$ cat src/sdram_rd_pkg.sv
package sdram_rd_pkg;
	// Interface cycles between the read command and the first data beat
	localparam int CAS_LATENCY = 3;
	// Idle interface cycles between row activate and read command
	localparam int RCD_NOPS = 1;
	// Interface cycles after the last beat: strobe drain and auto-precharge recovery
	localparam int TAIL_TICKS = 3;
	localparam int LAT_W = 2;
	localparam logic [LAT_W-1:0] LAT_RESET = 2'h0;
	// Column address bit that requests auto-precharge with the read
	localparam int AUTO_PRE_BIT = 10;
	// Command encodings as {row, column, write} strobe levels
	localparam logic [2:0] CMD_NOP = 3'h7;
	localparam logic [2:0] CMD_ACTV = 3'h3;
	localparam logic [2:0] CMD_READ = 3'h5;
	localparam logic SYNC_RESET = 1'h0;
	typedef enum logic [6:0] {
		ST_IDLE = 7'h01,
		ST_ACT = 7'h02,
		ST_RCD = 7'h04,
		ST_READ = 7'h08,
		ST_CL = 7'h10,
		ST_DATA = 7'h20,
		ST_TAIL = 7'h40
	} rd_state_e;
endpackage : sdram_rd_pkg

$ cat src/sdram_read_direct_transfer.sv
`timescale 1ns/1ps
`default_nettype none
module sdram_read_direct_transfer #(
	parameter int ROW_W = 13,
	parameter int COL_W = 10,
	parameter int BANK_W = 2,
	parameter int DATA_W = 16,
	parameter int BEATS = 4,
	parameter int FIFO_DEPTH = 8
) (
	input wire logic ref_clk, // Block clock, 25 MHz
	input wire logic reset_n, // Synchronous reset, active low
	input wire logic interface_clock_out, // Interface clock as seen at the pin
	input wire logic req_valid, // Read request offered
	output logic req_ready, // Request can be taken
	input wire logic [BANK_W-1:0] req_bank, // Bank of the read
	input wire logic [ROW_W-1:0] req_row, // Row of the read
	input wire logic [COL_W-1:0] req_col, // First column of the burst
	input wire logic direct_transfer_select_bit, // 1 selects direct-transfer mode
	input wire logic [1:0] direct_read_latency, // Strobe delay in interface cycles
	input wire logic alt_strobe_a_n, // Shared pin A function outside SDRAM access
	input wire logic alt_strobe_b_n, // Shared pin B function outside SDRAM access
	input wire logic alt_strobe_c_n, // Shared pin C function outside SDRAM access
	output logic shared_strobe_a_n, // Pin A, column strobe during SDRAM access
	output logic shared_strobe_b_n, // Pin B, write strobe during SDRAM access
	output logic shared_strobe_c_n, // Pin C, row strobe during SDRAM access
	output logic chip_select_n, // SDRAM chip select
	output logic [BANK_W-1:0] bank_addr, // SDRAM bank address
	output logic [ROW_W-1:0] mem_addr, // SDRAM row or column address
	input wire logic [DATA_W-1:0] mem_data_in, // Data bus from the SDRAM
	output logic direct_transfer_strobe, // Direct-transfer strobe, active high
	output logic rd_valid, // Captured word available
	input wire logic rd_ready, // Consumer takes the word
	output logic [DATA_W-1:0] rd_data // Captured word
);
	localparam int FAW = $clog2(FIFO_DEPTH);

	sdram_rd_pkg::rd_state_e state_q, state_d;
	logic [2:0] clk_sync_q;
	logic clk_level_q;
	logic [DATA_W-1:0] data_s0_q, data_s1_q, data_s2_q;
	logic [3:0] cnt_q, cnt_d;
	logic [BANK_W-1:0] bank_q;
	logic [ROW_W-1:0] row_q;
	logic [COL_W-1:0] col_q;
	logic direct_q;
	logic [1:0] lat_q;
	logic [2:0] hist_q;
	logic strobe_q;
	logic [2:0] cmd_q;
	logic cs_n_q;
	logic [ROW_W-1:0] addr_q;
	logic [BANK_W-1:0] ba_q;
	logic pin_a_q, pin_b_q, pin_c_q;
	logic req_ready_q;
	logic fifo_in_ready;
	logic [FAW:0] fifo_level;

	// Edge found only once the second and third stage agree on the new level
	wire clk_stable = (clk_sync_q[1] == clk_sync_q[2]);
	wire tick = clk_stable && clk_sync_q[2] && !clk_level_q;
	wire accept = req_valid && req_ready_q;
	wire in_data_phase = (state_q == sdram_rd_pkg::ST_DATA);
	wire dphase_dir = in_data_phase && direct_q;
	wire capture = tick && in_data_phase && !direct_q;
	wire push = capture && fifo_in_ready;
	wire last_beat = (cnt_q == 4'(BEATS - 1));
	wire room_ok = (fifo_level <= (FAW + 1)'(FIFO_DEPTH - BEATS));
	wire sdram_active = (state_q != sdram_rd_pkg::ST_IDLE);

	// Strobe tap: latency 0 follows the data phase itself, else the delay line
	wire strobe_d = (lat_q == 2'h0) ? dphase_dir : hist_q[lat_q - 2'h1];

	wire [2:0] cmd_d = !tick ? cmd_q :
		(state_q == sdram_rd_pkg::ST_ACT) ? sdram_rd_pkg::CMD_ACTV :
		(state_q == sdram_rd_pkg::ST_READ) ? sdram_rd_pkg::CMD_READ :
		sdram_rd_pkg::CMD_NOP;
	wire [ROW_W-1:0] col_addr = ROW_W'(col_q) | (ROW_W'(1) << sdram_rd_pkg::AUTO_PRE_BIT);
	wire [ROW_W-1:0] addr_d = !tick ? addr_q :
		(state_q == sdram_rd_pkg::ST_ACT) ? row_q :
		(state_q == sdram_rd_pkg::ST_READ) ? col_addr : addr_q;

	always_comb begin
		state_d = state_q;
		cnt_d = cnt_q;
		case (state_q)
			sdram_rd_pkg::ST_IDLE: begin
				if (accept) begin
					state_d = sdram_rd_pkg::ST_ACT;
				end
			end
			sdram_rd_pkg::ST_ACT: begin
				if (tick) begin
					state_d = sdram_rd_pkg::ST_RCD;
					cnt_d = 4'(sdram_rd_pkg::RCD_NOPS - 1);
				end
			end
			sdram_rd_pkg::ST_RCD: begin
				if (tick) begin
					if (cnt_q == 4'h0) begin
						state_d = sdram_rd_pkg::ST_READ;
					end else begin
						cnt_d = cnt_q - 4'h1;
					end
				end
			end
			sdram_rd_pkg::ST_READ: begin
				if (tick) begin
					state_d = sdram_rd_pkg::ST_CL;
					cnt_d = 4'(sdram_rd_pkg::CAS_LATENCY - 2);
				end
			end
			sdram_rd_pkg::ST_CL: begin
				if (tick) begin
					if (cnt_q == 4'h0) begin
						state_d = sdram_rd_pkg::ST_DATA;
						cnt_d = 4'h0;
					end else begin
						cnt_d = cnt_q - 4'h1;
					end
				end
			end
			sdram_rd_pkg::ST_DATA: begin
				if (tick) begin
					if (last_beat) begin
						state_d = sdram_rd_pkg::ST_TAIL;
						cnt_d = 4'(sdram_rd_pkg::TAIL_TICKS - 1);
					end else begin
						cnt_d = cnt_q + 4'h1;
					end
				end
			end
			sdram_rd_pkg::ST_TAIL: begin
				// Long enough for strobes at latency 0 to 2 to finish; at latency 3 the strobe falls on the first tick after the tail
				if (tick) begin
					if (cnt_q == 4'h0) begin
						state_d = sdram_rd_pkg::ST_IDLE;
					end else begin
						cnt_d = cnt_q - 4'h1;
					end
				end
			end
			default: begin
				state_d = sdram_rd_pkg::ST_IDLE;
				cnt_d = 4'h0;
			end
		endcase
	end

	// Pin samplers; the data bus uses its third stage, stable long before the tick
	always_ff @(posedge ref_clk) begin
		if (!reset_n) begin
			clk_sync_q <= 3'h0;
			clk_level_q <= 1'b0;
			data_s0_q <= '0;
			data_s1_q <= '0;
			data_s2_q <= '0;
		end else begin
			clk_sync_q <= {clk_sync_q[1:0], interface_clock_out};
			if (clk_stable) clk_level_q <= clk_sync_q[2];
			data_s0_q <= mem_data_in;
			data_s1_q <= data_s0_q;
			data_s2_q <= data_s1_q;
		end
	end

	always_ff @(posedge ref_clk) begin
		if (!reset_n) begin
			state_q <= sdram_rd_pkg::ST_IDLE;
			cnt_q <= 4'h0;
			req_ready_q <= 1'b0;
		end else begin
			state_q <= state_d;
			cnt_q <= cnt_d;
			// Stale by a cycle only while the level can only fall, so never optimistic
			req_ready_q <= (state_d == sdram_rd_pkg::ST_IDLE) && room_ok;
		end
	end

	// Transfer options are frozen for the whole burst
	always_ff @(posedge ref_clk) begin
		if (!reset_n) begin
			bank_q <= '0;
			row_q <= '0;
			col_q <= '0;
			direct_q <= 1'b0;
			lat_q <= sdram_rd_pkg::LAT_RESET;
		end else if (accept) begin
			bank_q <= req_bank;
			row_q <= req_row;
			col_q <= req_col;
			direct_q <= direct_transfer_select_bit;
			lat_q <= direct_read_latency;
		end
	end

	always_ff @(posedge ref_clk) begin
		if (!reset_n) begin
			hist_q <= 3'h0;
			strobe_q <= 1'b0;
		end else if (tick) begin
			hist_q <= {hist_q[1:0], dphase_dir};
			strobe_q <= strobe_d;
		end
	end

	always_ff @(posedge ref_clk) begin
		if (!reset_n) begin
			cmd_q <= sdram_rd_pkg::CMD_NOP;
			cs_n_q <= 1'b1;
			addr_q <= '0;
			ba_q <= '0;
		end else begin
			cmd_q <= cmd_d;
			addr_q <= addr_d;
			if (tick) begin
				cs_n_q <= (cmd_d == sdram_rd_pkg::CMD_NOP);
				ba_q <= bank_q;
			end
		end
	end

	// Shared pins take their SDRAM roles for the whole access
	always_ff @(posedge ref_clk) begin
		if (!reset_n) begin
			pin_a_q <= 1'b1;
			pin_b_q <= 1'b1;
			pin_c_q <= 1'b1;
		end else begin
			pin_a_q <= sdram_active ? cmd_q[1] : alt_strobe_a_n;
			pin_b_q <= sdram_active ? cmd_q[0] : alt_strobe_b_n;
			pin_c_q <= sdram_active ? cmd_q[2] : alt_strobe_c_n;
		end
	end

	stream_fifo #(
		.WIDTH(DATA_W),
		.DEPTH(FIFO_DEPTH)
	) u_fifo (
		.ref_clk(ref_clk),
		.reset_n(reset_n),
		.in_valid(push),
		.in_ready(fifo_in_ready),
		.in_data(data_s2_q),
		.out_valid(rd_valid),
		.out_ready(rd_ready),
		.out_data(rd_data),
		.level(fifo_level)
	);

	assign req_ready = req_ready_q;
	assign shared_strobe_a_n = pin_a_q;
	assign shared_strobe_b_n = pin_b_q;
	assign shared_strobe_c_n = pin_c_q;
	assign chip_select_n = cs_n_q;
	assign bank_addr = ba_q;
	assign mem_addr = addr_q;
	assign direct_transfer_strobe = strobe_q;
endmodule : sdram_read_direct_transfer
`default_nettype wire

$ cat src/stream_fifo.sv
`timescale 1ns/1ps
`default_nettype none
module stream_fifo #(
	parameter int WIDTH = 16,
	parameter int DEPTH = 8,
	parameter int AW = $clog2(DEPTH)
) (
	input wire logic ref_clk, // Block clock
	input wire logic reset_n, // Synchronous reset, active low
	input wire logic in_valid, // Write word offered
	output logic in_ready, // Room for a word
	input wire logic [WIDTH-1:0] in_data, // Word to store
	output logic out_valid, // Output register holds a word
	input wire logic out_ready, // Consumer takes the word
	output logic [WIDTH-1:0] out_data, // Registered read data
	output logic [AW:0] level // Words in storage, output stage excluded
);
	logic [WIDTH-1:0] mem_q [DEPTH];
	logic [AW-1:0] wr_ptr_q;
	logic [AW-1:0] rd_ptr_q;
	logic [AW:0] count_q;
	logic out_valid_q;
	logic [WIDTH-1:0] out_data_q;
	wire push = in_valid && in_ready;
	wire pop = (count_q != '0) && (!out_valid_q || out_ready);
	wire [AW-1:0] wr_next = (wr_ptr_q == AW'(DEPTH - 1)) ? '0 : wr_ptr_q + 1'b1;
	wire [AW-1:0] rd_next = (rd_ptr_q == AW'(DEPTH - 1)) ? '0 : rd_ptr_q + 1'b1;

	assign in_ready = (count_q != (AW + 1)'(DEPTH));
	assign out_valid = out_valid_q;
	assign out_data = out_data_q;
	assign level = count_q;

	always_ff @(posedge ref_clk) begin
		if (push) begin
			mem_q[wr_ptr_q] <= in_data;
		end
	end

	always_ff @(posedge ref_clk) begin
		if (!reset_n) begin
			wr_ptr_q <= '0;
			rd_ptr_q <= '0;
			count_q <= '0;
			out_valid_q <= 1'b0;
			out_data_q <= '0;
		end else begin
			if (push) wr_ptr_q <= wr_next;
			if (pop) rd_ptr_q <= rd_next;
			count_q <= count_q + (AW + 1)'(push) - (AW + 1)'(pop);
			if (pop) begin
				out_data_q <= mem_q[rd_ptr_q];
				out_valid_q <= 1'b1;
			end else if (out_ready) begin
				out_valid_q <= 1'b0;
			end
		end
	end
endmodule : stream_fifo
`default_nettype wire

$ cat config.mk
export PLATFORM = sky130hd
export DESIGN_NAME = sdram_read_direct_transfer
export DESIGN_NICKNAME = d
export VERILOG_FILES = /design/src/sdram_rd_pkg.sv /design/src/sdram_read_direct_transfer.sv /design/src/stream_fifo.sv
export SDC_FILE = /design/constraint.sdc
export NUM_CORES = 1
export LEC_CHECK = 0
export BUFFER_PORTS_ARGS = -buffer_cell sky130_fd_sc_hd__buf_2
export CAP_MARGIN = 20
export CORE_MARGIN = 10
export CORE_UTILIZATION = 59
export DETAILED_ROUTE_END_ITERATION = 10
export GPL_ROUTABILITY_DRIVEN = 0
export GPL_TIMING_DRIVEN = 0
export PLACE_DENSITY = 0.87
export SYNTH_ARGS = -nofsm -noshare
export SYNTH_HDL_FRONTEND = slang
export SYNTH_SLANG_ARGS = --single-unit
$ cat constraint.sdc
create_clock -name ref_clk -period 3.8 [get_ports ref_clk]
set_clock_uncertainty 0.15 [all_clocks]
set_input_delay 0.38 -clock ref_clk [delete_from_list [all_inputs] [get_ports ref_clk]]
set_output_delay 0.38 -clock ref_clk [all_outputs]
set_load 0.05 [all_outputs]
==> flow_summary.yaml, run 1 <==
grt:
  track_usage_pct: 20.57
  grt_pass1_vias: 7233
  grt_max_degree: 16
  overflow: 0
  grt_antenna_before_repair: 0
  grt_pass1_wl_um: 39200
routing:
  first_iter_violations: 691
  ant_nets: 0
  drc_errors: 0
  vias_per_cell: 5.877
  avgRoutedWirePerCell_um: 20.72
  via_count: 7082
  routed_wl_um: 24970
  first_pass_iters: 7
worst_setup_path:
  cp-end-kind: "flip-flop"
  max_stage_delay_ps: 820
  cp.required_ps: 4080
  crit_path_cell_trace: "inv_1 > ha_1 > a21oi_1 > clkbuf_1 > ha_1 > inv_1 > ha_1 > inv_1 > fa_1 > xnor2_1 > and2_1"
  ff2ff_path_depth: 11
  r2r-start: "u_fifo.level[2]"
  crit_path_max_fanout: 10
  start_kind: "flip-flop"
  crit_type: "reg2reg"
  cp_data_arrival_time_ps: 3860
  r2r_end: "u_fifo.level[2]"
  crit_buf_inv: 4
  cpMaxStageDelayCell: "a21oi_1"
  worst-r2r-setup-slack_ps: 220
  path_delay_family: "adder cells"
run_status:
  status: "finished, final reports clean"
synth:
  ys_types: 60
  yosys_warnings: 0
  synthCells: 787
  ys.flop_type: "dfxtp_1"
  synth_nets: 856
  synthesis.area_um2: 10530
  yosysSeqAreaShare_pct: 64.08
  syn_avg_cell_area_um2: 13.38
  synth_seq_cells: 273
  synth_edf_count: 128
  async_reset_ff_share_pct: 0
sta:
  hold_ws_ps: 93.66
  setup_slack_ps: 215.6
  layout_min_cycle_time_ps: 3584
  post-route-period-util_pct: 94.33
  drv_slew: 0
  worst_pin_slew_ps: 1061
  fmax_mhz: 279.0
  hold_violations: 0
  maxSlewHeadroom_pct: 29.29
  rsz0062_at_grt: "no"
  setup_viol: 0
clock_tree:
  cts.path.max_buffers: 3
  cts_made_buffers: 26
  root_buffer: "clkbuf_16"
  clkTransAtPathRegs_ps: 60
  insertion_delay_ps: 540
  clock_sinks: 273
  cts_tree: "done"
  cts_max_level: 1
final_layout:
  diodes: 0
  multi_input_area_um2: 3542
  seqCellArea_um2: 6746
  area_growth_pct: 21.40
  nets: 1029
  fin_cells: 1205
  fill_cells: 1045
  utilization_pct: 73.38
  drive_gt1_share_pct: 20.82
min_path:
  hold_depth: 3
  hold-path-endpoint: "u_fifo.out_valid"
  hold_path_class: "in2reg"
  hp-start: "rd_ready"
power_and_ir_drop:
  total_power_uw: 7855
  p_leak_uw: 0.005253
  ir_drop_v: 0.0004686
  power.density_nw_per_um2: 614.6
place:
  place_ws_ps: 332.7
  io_buffers: 88
  dp.cells: 1109
  post-dp-hpwl_um: 15730
floorplan:
  io_pins: 90
  die_h_um: 153.6
  placementRows: 48
  coreArea_um2: 17420
  die_w_um: 153.6
  initial_utilization_pct: 60.45
  die-area_um2: 23590
flow_run:
  cap_viol_max_count: 0
## how the worst max path moves through the flow
stage / start / cells past startpoint / slack [ps] / end
after floorplan: state_q[1] / 6 / 440 / u_fifo.mem_q[0][0]
after global placement: state_q[1] / 6 / -1050 / u_fifo.mem_q[0][13]
after detailed placement: u_fifo.level[2] / 11 / 330 / u_fifo.level[2]
after CTS: u_fifo.level[2] / 11 / 230 / u_fifo.level[2]
after global routing: u_fifo.level[2] / 11 / 50 / u_fifo.level[2]
final: u_fifo.level[2] / 11 / 220 / u_fifo.level[2]
## power by group
group          switching [uW]  total, uW  internal [uW]
Combinational            1170       1850            684
Clock                    1100       2630           1530
Sequential                116       3370           3260
Total                    2380       7860           5470
## Yosys cell counts, types with 4 or more instances
cell type / instances / area, um2
dfxtp_1: 145 / 2903
a21oi_1: 12 / 60.06
and2_1: 56 / 350.3
edfxtp_1: 128 / 3844
inv_1: 13 / 48.80
nor3_1: 7 / 35.03
mux2i_1: 32 / 320.3
buf_6: 4 / 45.04
nor2b_1: 8 / 50.05
ha_1: 16 / 200.2
o21ai_0: 6 / 30.03
and3_1: 4 / 25.02
mux4_2: 32 / 720.7
nand2_1: 114 / 427.9
nand4_1: 5 / 31.28
a21boi_0: 40 / 300.3
nand3_1: 8 / 40.04
buf_2: 8 / 40.04
nor2_1: 20 / 75.07
nand2b_1: 8 / 50.05
clkbuf_1: 33 / 123.9
o211a_1: 26 / 260.3
## routing by layer
layer,share of wire (%),wire length [um],global-route usage (%)
met5,0,0,0
met2,50,12410,34.60
met1,38,9450,25.05
met4,4.1,1034,9.717
met3,8.3,2077,3.849
## registers in the layout, indices dropped and copies added, names as in the netlist, 2 cells and up
register	cells
bank_addr	2
bank_q	2
clk_sync_q	3
cmd_q	3
cnt_q	4
col_q	10
data_s0_q	16
data_s1_q	16
data_s2_q	16
hist_q	3
lat_q	2
mem_addr	13
row_q	13
state_q	7
u_fifo.level	4
u_fifo.mem_q	128
u_fifo.out_data	16
u_fifo.rd_ptr_q	3
u_fifo.wr_ptr_q	3
## cell families after synthesis
| group | count (synthesis) | synth area share, % |
|---|---|---|
| DFF | 273 | 64.08 |
| and+or+nand+nor | 250 | 12.11 |
| AOI/OAI and AO/OA | 115 | 8.629 |
| muxes | 65 | 9.995 |
| buffers and inverters | 61 | 2.591 |
| adders and majority gates | 17 | 2.092 |
| xor gates and xnor gates | 6 | 0.4993 |
## placed cells by master, fill, tap and decap left out, types with 32 or more instances in the layout
cell type	count
mux2i_1	32
and2_1	56
edfxtp_1	128
a21boi_0	40
dlygate4sd3_1	48
clkbuf_1	37
nand2_1	114
dfxtp_1	145
mux4_2	32
buf_2	96
## tightest hold or removal path, stage by stage
cell	delay [ps]
buf_2	70
nor2b_1	60
o21a_1	200
## what timing repair did
item	CTS	global route
hold endpoints to repair	48	0
resized for setup	0	0
setup buffers	0	0
endpoints found under the setup margin	0	0
hold buffers	48	0
## metrics by stage
stage                     area [um2]  TNS [ps]
after detailed placement       11400         0
after floorplan                10530         0
after global routing           12780         0
final                          12780         0
after CTS                      12780         0
after global placement         11250    -37380
## layout make-up
class / instances / area share (%)
multi-input cells: 453 / 27.71
repair buffers: 145 / 8.086
plain buffers: 48 / 1.752
clock inverters: 8 / 0.5286
flip-flops and latches: 273 / 52.79
inverters: 13 / 0.3818
clock buffers: 40 / 6.549
well taps: 225 / 2.203
Power figures use the tool's default switching activity.
==> run 2: changes to the inputs <==
--- a/config.mk
+++ b/config.mk
@@ -12,7 +12,7 @@
 export DETAILED_ROUTE_END_ITERATION = 10
 export GPL_ROUTABILITY_DRIVEN = 0
 export GPL_TIMING_DRIVEN = 0
-export PLACE_DENSITY = 0.87
+export PLACE_DENSITY = 0.76
 export SYNTH_ARGS = -nofsm -noshare
 export SYNTH_HDL_FRONTEND = slang
 export SYNTH_SLANG_ARGS = --single-unit
==> flow_summary.yaml, run 2 (same netlist as run 1, synthesis figures left out) <==
run_status:
  status: "finished, final reports clean"
routing:
  first_iter_violations: 571
  routed_wl_um: 24180
  ant_nets: 0
  drc_errors: 0
  first_pass_iters: 5
  vias_per_cell: 5.733
  via_count: 6920
  avgRoutedWirePerCell_um: 20.03
power_and_ir_drop:
  p_leak_uw: 0.005222
  power.density_nw_per_um2: 612.7
  ir_drop_v: 0.0005218
clock_tree:
  ctsHoldBuffers: 46
  root_buffer: "clkbuf_16"
  cts.path.max_buffers: 3
  cts_max_level: 1
  insertion_delay_ps: 530
  clkTransAtPathRegs_ps: 60
  cts_tree: "done"
  cts_made_buffers: 27
  cts_resized: 0
  post_cts_buffers: 0
  clock_sinks: 273
worst_setup_path:
  cp.required_ps: 4070
  crit_buf_inv: 4
  cp_data_arrival_time_ps: 3850
  path_delay_family: "adder cells"
  worst-r2r-setup-slack_ps: 220
  crit_path_cell_trace: "inv_1 > ha_1 > a21oi_1 > clkbuf_1 > ha_1 > inv_1 > ha_1 > inv_1 > fa_1 > xnor2_1 > and2_1"
  cp-end-kind: "flip-flop"
  r2r_end: "u_fifo.level[2]"
  crit_path_max_fanout: 10
  r2r-start: "u_fifo.level[2]"
  start_kind: "flip-flop"
  ff2ff_path_depth: 11
  crit_type: "reg2reg"
  cpMaxStageDelayCell: "a21oi_1"
  max_stage_delay_ps: 830
sta:
  worst_pin_slew_ps: 1092
  post-route-period-util_pct: 94.31
  hold_ws_ps: 15.48
  setup_slack_ps: 216.4
  drv_slew: 0
  layout_min_cycle_time_ps: 3584
  fmax_mhz: 279.0
  hold_violations: 0
  setup_viol: 0
  maxSlewHeadroom_pct: 27.17
  rsz0062_at_grt: "no"
  fin_tns_setup_ps: 0
final_layout:
  fin_cells: 1207
  layout_common_cells: "dfxtp_1 (145), edfxtp_1 (128), nand2_1 (114), buf_2 (96), and2_1 (56)"
  multi_input_area_um2: 3542
  layout_commonest_cell: "dfxtp_1"
  largest_register: "u_fifo.mem_q"
  fill_cells: 1076
  seqCellArea_um2: 6746
  nets: 1028
  drive_gt1_share_pct: 20.74
  area_growth_pct: 21.14
  largest_reg_flops: 128
floorplan:
  die_h_um: 153.6
  coreArea_um2: 17420
  io_pins: 90
  die_w_um: 153.6
  die-area_um2: 23590
  initial_utilization_pct: 60.45
  placementRows: 48
grt:
  grt_max_degree: 16
  grt_antenna_before_repair: 3
  grt_pass1_wl_um: 38600
  grt_pass1_vias: 7323
  overflow: 0
  track_usage_pct: 20.12
min_path:
  hold_depth: 3
  hp-start: "req_row[7]"
  hold-path-endpoint: "row_q[7]"
  hold_path_class: "in2reg"
place:
  post-dp-hpwl_um: 16320
  io_buffers: 88
  place_ws_ps: 249.6
  dp.cells: 1109
flow_run:
  cap_viol_max_count: 0
[run 2: final cells by class]
class	count	share of cell area [%]
antenna	3	0.05886
sequential	273	52.90
inverter	13	0.3826
buffer	48	1.756
timing repair buffer	143	7.976
clock inverter	15	1.118
tap	225	2.207
clock buffer	34	5.828
multi-input combinational	453	27.77
[run 2: worst min-delay path, stage by stage]
cell and delay [ps]:
buf_2 110, nand2_1 70, a21boi_0 80
[run 2: routing by layer]
metal | routed length (um) | up-vias | GRT usage [%]
met5 | 0 | - | 0
met4 | 760 | 0 | 7.377
met3 | 1491 | 68 | 4.017
met2 | 11890 | 260 | 33.62
met1 | 10040 | 3404 | 25.39
li1 | - | 3188 | -
[run 2: worst max path at each step]
stage / cells past startpoint / endpoint / slack (ps) / startpoint
final: 11 / u_fifo.level[2] / 220 / u_fifo.level[2]
after global routing: 11 / u_fifo.level[3] / 100 / u_fifo.level[2]
after CTS: 11 / u_fifo.level[2] / 240 / u_fifo.level[2]
after detailed placement: 11 / u_fifo.level[2] / 250 / u_fifo.level[2]
after global placement: 6 / u_fifo.mem_q[0][7] / -1060 / state_q[1]
after floorplan: 6 / u_fifo.mem_q[0][0] / 440 / state_q[1]
[run 2: power by group]
part | switching [uW] | total [uW] | internal, uW
registers | 120 | 3380 | 3260
clock network | 1080 | 2600 | 1530
logic | 1150 | 1830 | 684
total | 2340 | 7810 | 5470
[run 2: stage by stage]
stage	total power [uW]	cell area (um2)	util, %
6_report	7814	12750	73.23
5_1_grt	8138	12750	73.23
4_1_cts	7859	12750	73.18
3_5_place_dp	5226	11400	65.45
3_3_place_gp	5157	11250	64.59
2_1_floorplan	4741	10530	-
==> run 3: changes to the inputs <==
--- a/config.mk
+++ b/config.mk
@@ -8,11 +8,11 @@
 export BUFFER_PORTS_ARGS = -buffer_cell sky130_fd_sc_hd__buf_2
 export CAP_MARGIN = 20
 export CORE_MARGIN = 10
-export CORE_UTILIZATION = 59
+export CORE_UTILIZATION = 38
 export DETAILED_ROUTE_END_ITERATION = 10
 export GPL_ROUTABILITY_DRIVEN = 0
 export GPL_TIMING_DRIVEN = 0
-export PLACE_DENSITY = 0.76
+export PLACE_DENSITY = 0.52
 export SYNTH_ARGS = -nofsm -noshare
 export SYNTH_HDL_FRONTEND = slang
 export SYNTH_SLANG_ARGS = --single-unit
==> flow_summary.yaml, run 3 (same netlist as run 1, synthesis figures left out) <==
run_status:
  status: "finished, final reports clean"
clock_tree:
  cts_made_buffers: 29
  cts_tree: "done"
  cts_max_level: 1
  cts_resized: 0
  root_buffer: "clkbuf_16"
  insertion_delay_ps: 560
  ctsHoldBuffers: 48
  post_cts_buffers: 0
  cts.path.max_buffers: 3
  clock_sinks: 273
  clkTransAtPathRegs_ps: 60
worst_setup_path:
  crit_path_cell_trace: "inv_1 > ha_1 > a21oi_1 > clkbuf_1 > ha_1 > inv_1 > ha_1 > inv_1 > fa_1 > xnor2_1 > and2_1"
  cp-end-kind: "flip-flop"
  cpMaxStageDelayCell: "clkbuf_1"
  crit_path_max_fanout: 10
  cp.required_ps: 4100
  max_stage_delay_ps: 570
  cp_data_arrival_time_ps: 3330
  start_kind: "flip-flop"
  ff2ff_path_depth: 11
  crit_type: "reg2reg"
grt:
  grt_max_degree: 16
  grt_antenna_before_repair: 1
  track_usage_pct: 14.23
  grtUsageMet2_pct: 23.45
  grtUsageMet3_pct: 2.253
  grtUsageMet1_pct: 18.95
  overflow: 0
  grt.busiest_layer: "met2"
  grt_pass1_vias: 6880
  grt_pass1_wl_um: 39760
power_and_ir_drop:
  power.density_nw_per_um2: 617.5
  ir_drop_v: 0.0003771
  p_leak_uw: 0.005305
  total_power_uw: 8085
floorplan:
  die-area_um2: 34760
  placementRows: 60
  io_pins: 90
  die_h_um: 186.4
  initial_utilization_pct: 38.85
  coreArea_um2: 27100
  die_w_um: 186.4
routing:
  first_iter_violations: 407
  drc_errors: 0
  via_count: 6545
  first_pass_iters: 4
  ant_nets: 0
  vias_per_cell: 4.802
  avgRoutedWirePerCell_um: 18.35
  routed_wl_um: 25010
sta:
  maxSlewHeadroom_pct: 36.88
  drv_slew: 0
  hold_violations: 0
  setup_viol: 0
  post-route-period-util_pct: 79.67
  rsz0062_at_grt: "no"
  layout_min_cycle_time_ps: 3028
  fmax_mhz: 330.3
  worst_pin_slew_ps: 939.1
  hold_ws_ps: 40.89
  setup_slack_ps: 772.4
final_layout:
  area_growth_pct: 24.38
  fill_cells: 2397
  drive_gt1_share_pct: 21.01
  layout_commonest_cell: "dfxtp_1"
  largest_reg_flops: 128
  largest_register: "u_fifo.mem_q"
  fin_cells: 1363
  layout_common_cells: "dfxtp_1 (145), edfxtp_1 (128), nand2_1 (114), buf_2 (96), and2_1 (56)"
  nets: 1036
place:
  place_ws_ps: 697.5
  io_buffers: 88
  post-dp-hpwl_um: 16980
  dp.cells: 1260
flow_run:
  cap_viol_max_count: 0
min_path:
  hold_path_class: "in2reg"
  hold_depth: 3
run 3: cell count changes in the layout (fill, tap and decap cells not counted), moves of 2 or more:
| cell | delta |
|---|---|
| dlygate4sd3_1 | +2 |
| diode_2 | -2 |
| clkbuf_16 | +2 |
| buf_8 | -3 |
| clkbuf_8 | +2 |
| clkinv_4 | -3 |
| buf_6 | +4 |
| buf_4 | +2 |
| clkbuf_1 | +4 |
run 3: path summary, 6_finish.rpt:
kind	start	end	slack (ps)
min	rd_ready	u_fifo.out_valid	40
max reg2reg	u_fifo.level[2]	u_fifo.level[2]	770
min reg2reg	data_s0_q[6]	data_s1_q[6]	280
max	u_fifo.level[2]	u_fifo.level[2]	770
run 3: final cells by class:
class                   count  area (um2)  area share [%]
inverters                  13       48.80          0.3727
well taps                 372       465.4           3.555
clock inverters            12       148.9           1.137
diodes                      1       2.502         0.01911
clock buffers              42       835.8           6.383
repair buffers            149        1080           8.247
plain buffers              48       224.0           1.710
flip-flops and latches    273        6746           51.52
multi-input cells         453        3542           27.05
run 3: critical path, delay by kind of cell, from the launching register on:
family | cells | cell delay (ps)
simple gates | 1 | 150
compound gates | 1 | 280
buf+inv | 4 | 760
flops | 1 | 330
fa+ha+maj | 4 | 1100
xor+xnor | 1 | 140
run 3: power by group:
part           leakage, uW  total (uW)  switching, uW  internal, uW
Combinational      0.00223        1830           1140           687
Clock             0.000481        2880           1150          1730
Sequential         0.00260        3370            112          3260
Total              0.00530        8090           2410          5680
run 3: through the flow:
step	utilization (%)	TNS [ps]	cell area, um2
finish	48.31	0	13090
global route	48.31	0	13090
CTS	48.31	0	13090
detailed placement	42.90	0	11630
global placement	42.19	-67010	11430
floorplan	-	0	10530
run 3: per-layer routing:
metal  wire length [um]  vias to the layer above
li1                   -                     3215
met1              11780                     3197
met2              11890                       99
met3                817                       34
met4                524                        0
met5                  0                        -
